### src/cbau_pkg.sv
// shared constants and types for the complement and decimal adjust datapath
package cbau_pkg;

	////////////////////////////////////////////////////////////////////////////
	// operation selects presented by the instruction decoder
	typedef enum logic [1:0]
	{
		op_none,
		op_invert_to_accumulator,
		op_invert_in_place,
		op_decimal_adjust_add
	} op_t;

	////////////////////////////////////////////////////////////////////////////
	// widths and decimal adjust constants
	localparam int DATA_W = 8;
	localparam logic [3:0] NIBBLE_MAX = 4'h9;
	localparam logic [7:0] ADJ_NONE = 8'h00;
	localparam logic [7:0] ADJ_LOW = 8'h06;
	localparam logic [7:0] ADJ_HIGH = 8'h60;
	localparam logic [7:0] ADJ_BOTH = 8'h66;
	localparam logic [7:0] BYTE_ZERO = 8'h00;

	////////////////////////////////////////////////////////////////////////////
	// registered result state of the unit
	typedef struct packed
	{
		logic acc_wr_en;
		logic [7:0] acc_wdata;
		logic mem_wr_en;
		logic [7:0] mem_wdata;
		logic zero_wr_en;
		logic zero_out;
		logic carry_wr_en;
		logic carry_out;
	} unit_state_t;

	// value after reset: no writes requested, all data and flags low
	localparam unit_state_t STATE_RESET = '{
		acc_wr_en: 1'b0,
		acc_wdata: 8'h00,
		mem_wr_en: 1'b0,
		mem_wdata: 8'h00,
		zero_wr_en: 1'b0,
		zero_out: 1'b0,
		carry_wr_en: 1'b0,
		carry_out: 1'b0
	};

endpackage : cbau_pkg

### src/adjust_if.sv
`timescale 1ns/1ps
`default_nettype none
// carries the operand and flags into the decimal adjust core and the answer back
interface adjust_if;
	logic [7:0] operand;
	logic half_carry;
	logic carry;
	logic [7:0] correction;
	logic [7:0] result;
	logic carry_result;

	modport requester
	(
		output operand,
		output half_carry,
		output carry,
		input correction,
		input result,
		input carry_result
	);

	modport adjuster
	(
		input operand,
		input half_carry,
		input carry,
		output correction,
		output result,
		output carry_result
	);
endinterface : adjust_if
`default_nettype wire

### src/decimal_adjust_core.sv
`timescale 1ns/1ps
`default_nettype none
// purely combinational bcd correction of an accumulator value
module decimal_adjust_core
	import cbau_pkg::*;
(
	adjust_if.adjuster adj
);

	logic low_fix;
	logic high_fix;
	logic [8:0] low_sum;
	logic [8:0] full_sum;
	logic [7:0] corr;

	////////////////////////////////////////////////////////////////////////////
	// high nibble is judged after the low fix so a ripple into it is seen
	always_comb
	begin
		low_fix = (adj.operand[3:0] > NIBBLE_MAX) | adj.half_carry;
		low_sum = {1'b0, adj.operand} + {1'b0, (low_fix ? ADJ_LOW : ADJ_NONE)};
		high_fix = (low_sum[7:4] > NIBBLE_MAX) | adj.carry | low_sum[8];
		corr = (low_fix ? ADJ_LOW : ADJ_NONE) | (high_fix ? ADJ_HIGH : ADJ_NONE);
		full_sum = {1'b0, adj.operand} + {1'b0, corr};
	end

	// carry only ever set here, never cleared, so a chained sum keeps it
	assign adj.correction = corr;
	assign adj.result = full_sum[7:0];
	assign adj.carry_result = adj.carry | full_sum[8];

endmodule : decimal_adjust_core
`default_nettype wire

### src/complement_and_bcd_adjust_unit.sv
`timescale 1ns/1ps
`default_nettype none
module complement_and_bcd_adjust_unit
	import cbau_pkg::*;
(
	input wire logic mclk,
	input wire logic rst,
	input wire logic op_valid,
	input wire op_t op_sel,
	input wire logic [7:0] mem_rdata,
	input wire logic [7:0] acc_in,
	input wire logic carry_in,
	input wire logic half_carry_flag,
	output logic acc_wr_en,
	output logic [7:0] acc_wdata,
	output logic mem_wr_en,
	output logic [7:0] mem_wdata,
	output logic zero_wr_en,
	output logic zero_out,
	output logic carry_wr_en,
	output logic carry_out
);

	unit_state_t state;
	unit_state_t next_state;
	logic [7:0] inverted;
	logic take_inv_acc;
	logic take_inv_mem;
	logic take_daa;

	adjust_if adj ();

	////////////////////////////////////////////////////////////////////////////
	// decimal adjust core sees the accumulator and current flags directly
	assign adj.operand = acc_in;
	assign adj.half_carry = half_carry_flag;
	assign adj.carry = carry_in;

	decimal_adjust_core u_adjust
	(
		.adj(adj.adjuster)
	);

	////////////////////////////////////////////////////////////////////////////
	// operation decode, a request counts only while op_valid is high
	assign take_inv_acc = op_valid && (op_sel == op_invert_to_accumulator);
	assign take_inv_mem = op_valid && (op_sel == op_invert_in_place);
	assign take_daa = op_valid && (op_sel == op_decimal_adjust_add);

	// one's complement shared by both invert operations
	assign inverted = ~mem_rdata;

	////////////////////////////////////////////////////////////////////////////
	// next result: a write strobe is high one cycle per accepted request that writes it, the data and
	// flag values hold until the next accepted operation so a slow consumer
	// can still sample them after the strobe has dropped
	always_comb
	begin
		next_state = state;
		next_state.acc_wr_en = 1'b0;
		next_state.mem_wr_en = 1'b0;
		next_state.zero_wr_en = 1'b0;
		next_state.carry_wr_en = 1'b0;
		case (op_sel)
			op_invert_to_accumulator:
			begin
				if (op_valid)
				begin
					next_state.acc_wr_en = 1'b1;
					next_state.acc_wdata = inverted;
					next_state.zero_wr_en = 1'b1;
					next_state.zero_out = (inverted == BYTE_ZERO);
				end
			end
			op_invert_in_place:
			begin
				if (op_valid)
				begin
					next_state.mem_wr_en = 1'b1;
					next_state.mem_wdata = inverted;
					next_state.zero_wr_en = 1'b1;
					next_state.zero_out = (inverted == BYTE_ZERO);
				end
			end
			op_decimal_adjust_add:
			begin
				if (op_valid)
				begin
					// zero flag deliberately not written here
					next_state.mem_wr_en = 1'b1;
					next_state.mem_wdata = adj.result;
					next_state.carry_wr_en = 1'b1;
					next_state.carry_out = adj.carry_result;
				end
			end
			default:
			begin
				next_state = next_state;
			end
		endcase
	end

	////////////////////////////////////////////////////////////////////////////
	// single register stage, synchronous reset
	always_ff @(posedge mclk)
	begin
		if (rst)
			state <= STATE_RESET;
		else
			state <= next_state;
	end

	////////////////////////////////////////////////////////////////////////////
	// outputs come straight from the state register
	assign acc_wr_en = state.acc_wr_en;
	assign acc_wdata = state.acc_wdata;
	assign mem_wr_en = state.mem_wr_en;
	assign mem_wdata = state.mem_wdata;
	assign zero_wr_en = state.zero_wr_en;
	assign zero_out = state.zero_out;
	assign carry_wr_en = state.carry_wr_en;
	assign carry_out = state.carry_out;

	// helper: accumulator seen at the previous edge, kept in clocked code so the
	// correction checks can subtract it from the byte written one edge later
	logic [7:0] acc_prev;
	always_ff @(posedge mclk)
	begin
		acc_prev <= acc_in;
	end

	// helper: correction the unit actually applied on the last decimal adjust
	logic [7:0] applied_corr;
	assign applied_corr = mem_wdata - acc_prev;
endmodule : complement_and_bcd_adjust_unit
`default_nettype wire

### config.mk
export PLATFORM = sky130hd
export DESIGN_NAME = complement_and_bcd_adjust_unit
export DESIGN_NICKNAME = d
export VERILOG_FILES = /design/src/cbau_pkg.sv /design/src/adjust_if.sv /design/src/decimal_adjust_core.sv /design/src/complement_and_bcd_adjust_unit.sv
export SDC_FILE = /design/constraint.sdc
export NUM_CORES = 1
export LEC_CHECK = 0
export BUFFER_PORTS_ARGS = -buffer_cell sky130_fd_sc_hd__buf_4
export CORE_MARGIN = 4
export CORE_UTILIZATION = 42
export DETAILED_ROUTE_END_ITERATION = 7
export PLACE_DENSITY_LB_ADDON = 0.08
export SKIP_LAST_GASP = 1
export SYNTH_ARGS = -nofsm -noshare
export SYNTH_HDL_FRONTEND = slang
export SYNTH_SLANG_ARGS = --single-unit
### constraint.sdc
create_clock -name mclk -period 3.5 [get_ports mclk]
set_input_delay 1.05 -clock mclk [delete_from_list [all_inputs] [get_ports mclk]]
set_output_delay 1.05 -clock mclk [all_outputs]
set_load 0.05 [all_outputs]
## Word-level counts from Yosys, hierarchy flattened

Cells that the tools add are included.

| word-level totals | value |
|---|---|
| register bits | 22 |
| bits in latches | 0 |
| RAM bits | 0 |
| bits in read-only memories | 0 |
| bits of input ports | 23 |
| output and inout port bits | 22 |
| logic and storage cells | 44 |
| memories kept | 0 |

| operators by class | value |
|---|---|
| add/subtract/negate cells | 2 |
| $mul | 0 |
| divide/modulo/power cells | 0 |
| magnitude comparators | 2 |
| eq/ne operators | 6 |
| shift operators | 0 |
| multiplexer cells | 9 |
| bitwise operators | 8 |
| reductions and logical operators | 9 |

Operator list:

| operator | count |
|---|---|
| 8-bit by 8-bit adder with 9-bit output | 2 |
| 9-bit 2-to-1 mux | 2 |
| 9-bit one-hot mux with 2 select lines | 1 |
| 11-bit 2-to-1 mux | 1 |
| 4-bit > comparator, second input constant | 2 |
| 8-bit logical NOT | 1 |
| 8-bit NOT | 1 |
| 8-bit OR | 1 |
| 7-bit 2-to-1 mux | 1 |
| 2-bit inequality test, second input constant | 3 |
| 3-bit AND reduction | 2 |
| 2-bit == test, second input constant | 2 |
| 2-bit 2-to-1 mux | 2 |
| 1-bit OR | 4 |
| 2-bit one-hot mux with 2 select lines | 1 |
| 2-bit AND reduction | 2 |
| 2-bit nonzero test | 2 |
| 2-bit OR reduction | 2 |
| 3-bit 2-to-1 mux | 1 |
| 2-bit by 1-bit == test with 1-bit output, second input constant | 1 |
| 1-bit NOT | 2 |

## Depth between registers and ports, before layout

Gate-level depths: netlist of run 1.

| depth | value |
|---|---|
| depth after elaboration | 12 |
| gate-level depth with buffers | 14 |
| gate-level depth less buffers | 14 |

## Hierarchy

A second synthesis of run 1 with hierarchy kept.

| unflattened totals | value |
|---|---|
| cells, all modules | 144 |
| area, all modules | 1218.7 um^2 |

Modules (own cells, without submodules):

| module | instances | cells an instance | area an instance (um^2) | sequential area each (um^2) |
|---|---|---|---|---|
| complement_and_bcd_adjust_unit | 1 | 98 | 870.8 | 440.4 |
| decimal_adjust_core | 1 | 46 | 347.8 | 0.0 |

## Least setup slack after synthesis of run 1

Ideal clock, no wire load.

| path | value |
|---|---|
| path kind | input to register |
| start point | input acc_in[2] |
| end point | register state (netlist bit mem_wdata[6]) |
| library setup time | 79 ps |
| arrival | 3601 ps |
| required time | 3421 ps |
| path slack | -179 ps |
| stages | 12 |
| buffers on the path | 0 |
| path through | o21ai_0 > nand2b_1 > ha_1 > inv_1 > fa_1 > and3b_4 > a21boi_0 > mux2_2 > nand3_1 > ha_1 > or4_1 > o211ai_1 |

| on the way | value |
|---|---|
| word-level cells in the longest chain between the ends | 12 |

Ends and longest elaborated chain:

| what | RTL line | source |
|---|---|---|
| start, declared | complement_and_bcd_adjust_unit.sv:11 | `input wire logic [7:0] acc_in,` |
| 4-bit > comparator | decimal_adjust_core.sv:20 | `low_fix = (adj.operand[3:0] > NIBBLE_MAX) \| adj.half_carry;` |
| 1-bit OR | decimal_adjust_core.sv:20 |  |
| 3-bit 2-to-1 mux | decimal_adjust_core.sv:21, decimal_adjust_core.sv:23 |  |
| 8-bit by 8-bit adder with 9-bit output | decimal_adjust_core.sv:21 | `low_sum = {1'b0, adj.operand} + {1'b0, (low_fix ? ADJ_LOW : ADJ_NONE)};` |
| 4-bit > comparator | decimal_adjust_core.sv:22 | `high_fix = (low_sum[7:4] > NIBBLE_MAX) \| adj.carry \| low_sum[8];` |
| 1-bit OR (2 in series) | decimal_adjust_core.sv:22 |  |
| 7-bit 2-to-1 mux | decimal_adjust_core.sv:23 | `corr = (low_fix ? ADJ_LOW : ADJ_NONE) \| (high_fix ? ADJ_HIGH : ADJ_NONE);` |
| 8-bit OR | decimal_adjust_core.sv:23 |  |
| 8-bit by 8-bit adder with 9-bit output (*) | decimal_adjust_core.sv:24 | `full_sum = {1'b0, adj.operand} + {1'b0, corr};` |
| 9-bit 2-to-1 mux (*) | complement_and_bcd_adjust_unit.sv:87 | `if (op_valid)` |
| 9-bit one-hot mux with 2 select lines (*) | complement_and_bcd_adjust_unit.sv:64 | `case (op_sel)` |
| end signal, assigned | complement_and_bcd_adjust_unit.sv:110 | `state <= next_state;` |
| end, declared | complement_and_bcd_adjust_unit.sv:24 | `unit_state_t state;` |

Every way passes the cells marked *; elsewhere a longest branch is shown, timed or not. The select of a mux whose other input is x is not followed.
A chain may end at the register's enable or synchronous reset.

## Final worst setup path of run 1

| path | value |
|---|---|
| start point | input acc_in[2] |
| end point | register state (netlist bit mem_wdata[7]) |

Same word-level chain as after synthesis.

==> results of run 1 <==
==> synthesized netlist by cell type <==
cell type	instances	area [um2]
nand2b_1	1	6.26
a21boi_0	1	7.51
clkbuf_1	3	11.3
a31oi_1	2	12.5
o21a_1	1	7.51
buf_2	2	10.0
a211oi_1	8	60.1
xor2_1	1	8.76
inv_1	7	26.3
a221oi_1	4	35.0
o21ai_0	5	25.0
o211ai_1	1	7.51
and3_1	2	12.5
ha_1	7	87.6
a21o_1	2	15.0
dfxtp_1	22	440
nand4b_1	3	26.3
xnor2_1	1	8.76
nand2_1	6	22.5
o211ai_2	1	12.5
nand3_1	4	20.0
nor3_1	5	25.0
dlymetal6s2s_1	1	12.5
fa_1	1	20.0
o22ai_1	1	6.26
or4_1	2	15.0
and3b_4	1	12.5
o21ai_1	1	5.00
nand3b_1	1	7.51
a21oi_1	5	25.0
o31a_1	1	8.76
nor2b_1	1	6.26
mux2_2	1	11.3
and2_1	2	12.5
nor2_1	22	82.6
nor4_1	1	6.26
a41oi_1	1	8.76
==> cells by family (layout without fill, tap and decap cells) <==
kind of cell / count (synthesis) / after routing / synth area share, %
buf+inv: 13 / 63 / 5.32
compound gates: 34 / 34 / 21.0
flops: 22 / 22 / 39.0
mux: 1 / 1 / 0.998
fa+ha+maj: 8 / 8 / 9.53
xor+xnor: 2 / 2 / 1.55
simple gates: 51 / 51 / 22.6
==> per-stage QoR <==
stage | area [um2] | setup TNS, ps | std cells | hold WS, ps | setup WS (ps)
4_1_cts | 1600 | 0 | 211 | 505 | 149
3_5_place_dp | 1580 | -538 | 208 | 487 | -164
3_3_place_gp | 1580 | -272 | 208 | 462 | -99.8
6_report | 1600 | 0 | 211 | 499 | 150
5_1_grt | 1600 | 0 | 211 | 523 | 28.7
2_1_floorplan | 1180 | -6.88 | 131 | 687 | -6.88
==> layout by cell type, fill, tap and decap left out, types with 2 or more instances in the layout <==
| cell type | netlist | final |
|---|---|---|
| buf_4 | 0 | 53 |
| nor2_1 | 22 | 22 |
| dfxtp_1 | 22 | 22 |
| a211oi_1 | 8 | 8 |
| inv_1 | 7 | 6 |
| nand2_1 | 6 | 6 |
| a21oi_1 | 5 | 5 |
| nor3_1 | 5 | 5 |
| a221oi_1 | 4 | 4 |
| o21ai_0 | 5 | 4 |
| ha_1 | 7 | 4 |
| nand3_1 | 4 | 3 |
| nand4b_1 | 3 | 3 |
| clkbuf_4 | 0 | 3 |
| o21ai_1 | 1 | 2 |
| a21o_1 | 2 | 2 |
| a31oi_1 | 2 | 2 |
| and2_1 | 2 | 2 |
| or4_1 | 2 | 2 |
| and3_1 | 2 | 2 |
| ha_4 | 0 | 2 |
==> sequential cells by signal, summed over array words and instances, names as in the netlist <==
| register | cells |
|---|---|
| carry_wr_en | 1 |
| acc_wr_en | 1 |
| mem_wdata | 8 |
| mem_wr_en | 1 |
| zero_out | 1 |
| carry_out | 1 |
| zero_wr_en | 1 |
| acc_wdata | 8 |
==> layout make-up <==
class                      count  area share [%]
clock buffer                   3            1.41
inverter                       7            1.64
multi-input combinational     96            42.3
sequential                    22            27.5
tap                           30            2.34
timing repair buffer          53            24.8
==> worst max path at each step <==
stage	from	end	slack, ps	cells past startpoint
after CTS	acc_in[2]	mem_wdata[7]$_SDFFE_PP0P_	150	15
after detailed placement	acc_in[2]	mem_wdata[7]$_SDFFE_PP0P_	-160	15
final	acc_in[2]	mem_wdata[7]$_SDFFE_PP0P_	150	15
after global placement	acc_in[2]	mem_wdata[6]$_SDFFE_PP0P_	-100	13
after floorplan	acc_in[2]	mem_wdata[6]$_SDFFE_PP0P_	-7	12
after global routing	acc_in[2]	mem_wdata[7]$_SDFFE_PP0P_	30	15
==> metal layers <==
layer,share of wire (%),vias up,wire (um),track usage [%]
met5,0,-,0,0
met4,2.0,0,56,6.33
met3,6.3,6,173,2.59
met2,49,28,1360,28.4
met1,42,509,1160,18.9
li1,-,572,-,-
==> power by group through the flow <==
stage	Combinational, mW	Sequential [mW]	Clock, mW
2_1_floorplan	0.0671	0.319	0
3_3_place_gp	0.181	0.275	0
3_5_place_dp	0.184	0.275	0
4_1_cts	0.185	0.270	0.117
5_1_grt	0.199	0.271	0.125
6_report	0.184	0.269	0.110
==> critical path: cells and delay by family <==
| family | cells | cell delay [ps] |
|---|---|---|
| and+or+nand+nor | 4 | 900 |
| buffers and inverters | 2 | 120 |
| AOI/OAI and AO/OA | 5 | 490 |
| muxes | 1 | 180 |
| adders and majority gates | 3 | 830 |
==> metrics.yaml, run 1 <==
min_path:
  hold_path_end: "carry_out$_SDFFE_PP0P_"
  hp-class: "reg2reg"
  min_path_cells: 2
  worstHoldStart: "carry_out$_SDFFE_PP0P_"
global_routing:
  grt_antenna_before_repair: 0
  gr-total-overflow: 0
  grt_max_degree: 27
  grt_pass1_vias: 1063
  grt_pass1_wl_mm: 4.45
  grt_usage_pct: 16.0
run_status:
  status: "finished clean"
logic_synthesis:
  syn-cell-area_um2: 1130
  synth_fp_nets: 162
  synth-seq-cells: 22
  synthDistinctLibCells: 37
  yosysWarnings: 0
  synthCells: 131
  synth_seq_area_share_pct: 39.0
  avgSynthCellArea_um2: 8.62
power:
  p_seq_share_pct: 47.8
  max-vdd-ir-drop_mv: 0.212
  power_mw: 0.564
  combPwrFrac_pct: 32.7
  p_int_mw: 0.380
  p_sw_mw: 0.183
  clock_power_share_pct: 19.6
  power.density_nw_per_um2: 352
  power_switching_share_pct: 32.5
  p_leak_nw: 0.719
finish:
  regArea_um2: 440
  diodes: 0
  nets: 214
  area_growth_syn_to_layout_pct: 42.0
  fillCellCount: 251
  fin_util_pct: 63.5
  multiInputGateArea_um2: 678
  drive_gt1_share_pct: 36.5
sta:
  fmax_mhz: 298
  hold_viol_final: 0
  setup_viol: 0
  skew_ps: 0
  slew_violations: 0
  final.period_utilization_pct: 95.7
  slew_headroom_pct: 65.4
  worst_pin_slew_ps: 519
  period_minus_slack_ps: 3350
  rsz0062_at_grt: "no"
drt:
  wl_mm: 2.75
  drt_pass1_iterations: 4
  first_iter_violations: 30
  vias: 1115
  postRouteAntennaNets: 0
  viasPerCell: 5.28
  wl_per_cell_um: 13.0
  drc: 0
critical_path:
  critPathArrivalTime_ps: 3580
  r2r-start: "mem_wdata[0]$_SDFFE_PP0P_"
  crit_path_start_kind: "input port"
  r2r-end: "mem_wdata[0]$_SDFFE_PP0P_"
  cp_data_required_time_ps: 3730
  cpPeakStageDelay_ps: 420
  r2r_setup_slack_ps: 2750
  critPathCaptureType: "register"
  reg2reg_depth: 2
  critPathKind: "in2reg"
  cp_max_fo: 5
  path_cells: "buf_4 > o21ai_1 > nand2b_1 > ha_2 > inv_2 > fa_2 > and3b_4 > a21boi_2 > mux2_4 > nand3_4 > ha_4 > a21o_1 > a31oi_1 > or4_1 > o211ai_2"
  crit_slowest_cell: "or4_1"
floorplan:
  initial_core_util_pct: 44.7
  io_pins: 45
  die_area_um2: 3580
  die_h_um: 59.8
  coreArea_um2: 2520
  rows: 18
  chipWidth_um: 59.8
cts:
  numCtsBuffers: 3
  cts-hold-fix-buffers: 0
  postCtsResizedCells: 0
  htreeDepth: 1
  clkTransAtPathRegs_ps: 110
  cts_sinks: 22
  post_cts_buffers: 0
  cts_tree: "done"
  cts_max_path_buffers: 2
  clkLatencyLatePin_ps: 290
  clockRootBuffer: "clkbuf_4"
place:
  gp_congestion: 0.854
  place_hpwl_mm: 2.22
  portBuffers: 44
job:
  maxCapViolCount: 0
No activity file was read; power rests on OpenSTA's default activity.
==> run 2, diff against run 1 <==
Settings changed: CORE_UTILIZATION 42 to 47.
Clock period 3.5 ns to 3.2 ns, I/O delays scaled along.
==> run 2 against run 1 <==
Compared with the run above: utilization up 12 points; wire length up 9.9%; largest power group unchanged; count of clock-buffer cells in the layout unchanged; design area up 6.3%; critical endpoint unchanged; first-iteration DRC count down 43%; the run now ends with negative setup slack left.
==> metrics.yaml, run 2 (synthesis results as in run 1) <==
global_routing:
  grt_pass1_vias: 1099  # was 1063
  grt_max_degree: 27  # unchanged
  grt_pass1_wl_mm: 4.96  # was 4.45 mm
  grt.met1_usage_pct: 23.3  # was 18.9%
  grt_usage_pct: 18.9  # was 16.0%
  grt_util_met3_pct: 2.94  # was 2.59%
  grt_antenna_before_repair: 0  # unchanged
  gr-max-usage-layer: "met2"  # unchanged
  gr-total-overflow: 0  # unchanged
  grt_use_met2_pct: 32.8  # was 28.4%
floorplan:
  die_h_um: 57  # was 59.8 um
  initial_core_util_pct: 50.1  # was 44.7%
  die_area_um2: 3250  # was 3580 um2
  chipWidth_um: 57  # was 59.8 um
  rows: 17  # was 18
  io_pins: 45  # unchanged
  coreArea_um2: 2250  # was 2520 um2
drt:
  viasPerCell: 5.45  # was 5.28
  drt_pass1_iterations: 4  # unchanged
  wl_per_cell_um: 14.1  # was 13.0 um
  wl_mm: 3.02  # was 2.75 mm
  vias: 1166  # was 1115
  drc: 0  # unchanged
  first_iter_violations: 17  # was 30
  postRouteAntennaNets: 0  # unchanged
finish:
  layout.cells.non_filler: 214  # was 211
  diodes: 0  # unchanged
  fillCellCount: 178  # was 251
  final_common_cell: "buf_4"  # unchanged
  area_growth_syn_to_layout_pct: 51.0  # was 42.0%
  layout_common_cells: "buf_4 (53), nor2_1 (22), dfxtp_1 (22)"  # unchanged
  nets: 218  # was 214
  drive_gt1_share_pct: 40.3  # was 36.5%
cts:
  clkLatencyLatePin_ps: 320  # was 290 ps
  cts-hold-fix-buffers: 0  # unchanged
  clockRootBuffer: "clkbuf_4"  # unchanged
  cts_max_path_buffers: 2  # unchanged
  cts_sinks: 22  # unchanged
  cts_tree: "done"  # unchanged
  htreeDepth: 1  # unchanged
  numCtsBuffers: 3  # unchanged
  clkTransAtPathRegs_ps: 130  # was 110 ps
place:
  place_inst: 206  # was 208
  portBuffers: 44  # unchanged
  place_hpwl_mm: 2.28  # was 2.22 mm
  gp_congestion: 0.823  # was 0.854
sta:
  worst_slack_ps: -9.02  # was 150 ps
  setup_viol: 1  # was 0
  rsz0062_at_grt: "yes"  # was no
  worst_pin_slew_ps: 530  # was 519 ps
  slew_violations: 0  # unchanged
  skew_ps: 0  # unchanged
  hold_viol_final: 0  # unchanged
  period_minus_slack_ps: 3210
  final.period_utilization_pct: 100
  fmax_mhz: 312
  slew_headroom_pct: 64.4  # was 65.4%
critical_path:
  critPathArrivalTime_ps: 3470  # was 3580 ps
  cp_max_fo: 5  # unchanged
  critPathCaptureType: "register"  # unchanged
  crit_path_start_kind: "input port"  # unchanged
  cp_data_required_time_ps: 3470  # was 3730 ps
  critPathKind: "in2reg"  # unchanged
  r2r_setup_slack_ps: 2430  # was 2750 ps
min_path:
  hp-class: "reg2reg"  # unchanged
power:
  p_leak_nw: 0.765  # was 0.719 nW
  power_mw: 0.728  # was 0.564 mW
  max-vdd-ir-drop_mv: 0.293  # was 0.212 mV
  power.density_nw_per_um2: 427  # was 352 nW/um2
job:
  maxCapViolCount: 0  # unchanged
run_status:
  violations: "negative setup slack"
  status: "complete, but fails checks"  # was finished clean
-- run 2: changes by cell type in the layout (fill, tap and decap cells not counted), sizes merged --
cell / change
buf: +4
bufinv: +1
-- run 2: area by class of cell --
class | count | area [um2] | share of cell area (%)
multi-input combinational | 96 | 707 | 41.5
timing repair buffer | 57 | 443 | 26.0
sequential | 22 | 440 | 25.8
tap | 28 | 35.0 | 2.06
clock inverter | 1 | 30.0 | 1.76
inverter | 7 | 26.3 | 1.54
clock buffer | 3 | 22.5 | 1.32
-- run 2: timing repair --
item | CTS | global route
gates resized for setup | 0 | 8
setup endpoints to repair | 2 | 4
pin swaps | 2 | 3
setup buffers | 2 | 2
-- run 2: final timing paths --
path,start,to,cells past startpoint
setup / recovery,acc_in[2],mem_wdata[7]$_SDFFE_PP0P_,15
hold reg to reg,carry_out$_SDFFE_PP0P_,carry_out$_SDFFE_PP0P_,2
setup reg to reg,mem_wdata[1]$_SDFFE_PP0P_,mem_wdata[1]$_SDFFE_PP0P_,2
hold / removal,carry_out$_SDFFE_PP0P_,carry_out$_SDFFE_PP0P_,2
-- run 2: worst max-delay path: stages --
cell	delay (ps)
buf_6	70
o21ai_2	50
nand2b_1	100
ha_2	200
inv_2	40
fa_2	320
and3b_4	290
a21boi_2	160
mux2_4	320
nand3_4	90
ha_4	160
a21o_1	150
a31oi_1	60
or4_1	420
o211ai_2	80
-- run 2: per-layer routing --
| metal | part of all wire (%) | vias to the layer above |
|---|---|---|
| li1 | - | 583 |
| met1 | 41 | 535 |
| met2 | 50 | 40 |
| met3 | 6.3 | 8 |
| met4 | 2.4 | 0 |
| met5 | 0 | - |
-- run 2: per-stage QoR --
stage               utilization (%)  hold WS, ps  setup TNS (ps)  setup slack [ps]  instance area, um2
floorplan                         -          687            -450              -202                1180
global placement               70.1          460           -1070              -302                1580
detailed placement             70.1          474           -1310              -366                1580
CTS                            73.1          491               0              1.80                1650
global route                   75.6          518            -276              -124                1700
finish                         75.6          507           -9.02             -9.02                1700
-- run 2: power breakdown --
part	total (mW)	switching (mW)	internal, mW
sequential	0.295	0.00696	0.288
clock	0.219	0.0927	0.127
combinational	0.214	0.122	0.0915
total	0.728	0.222	0.506
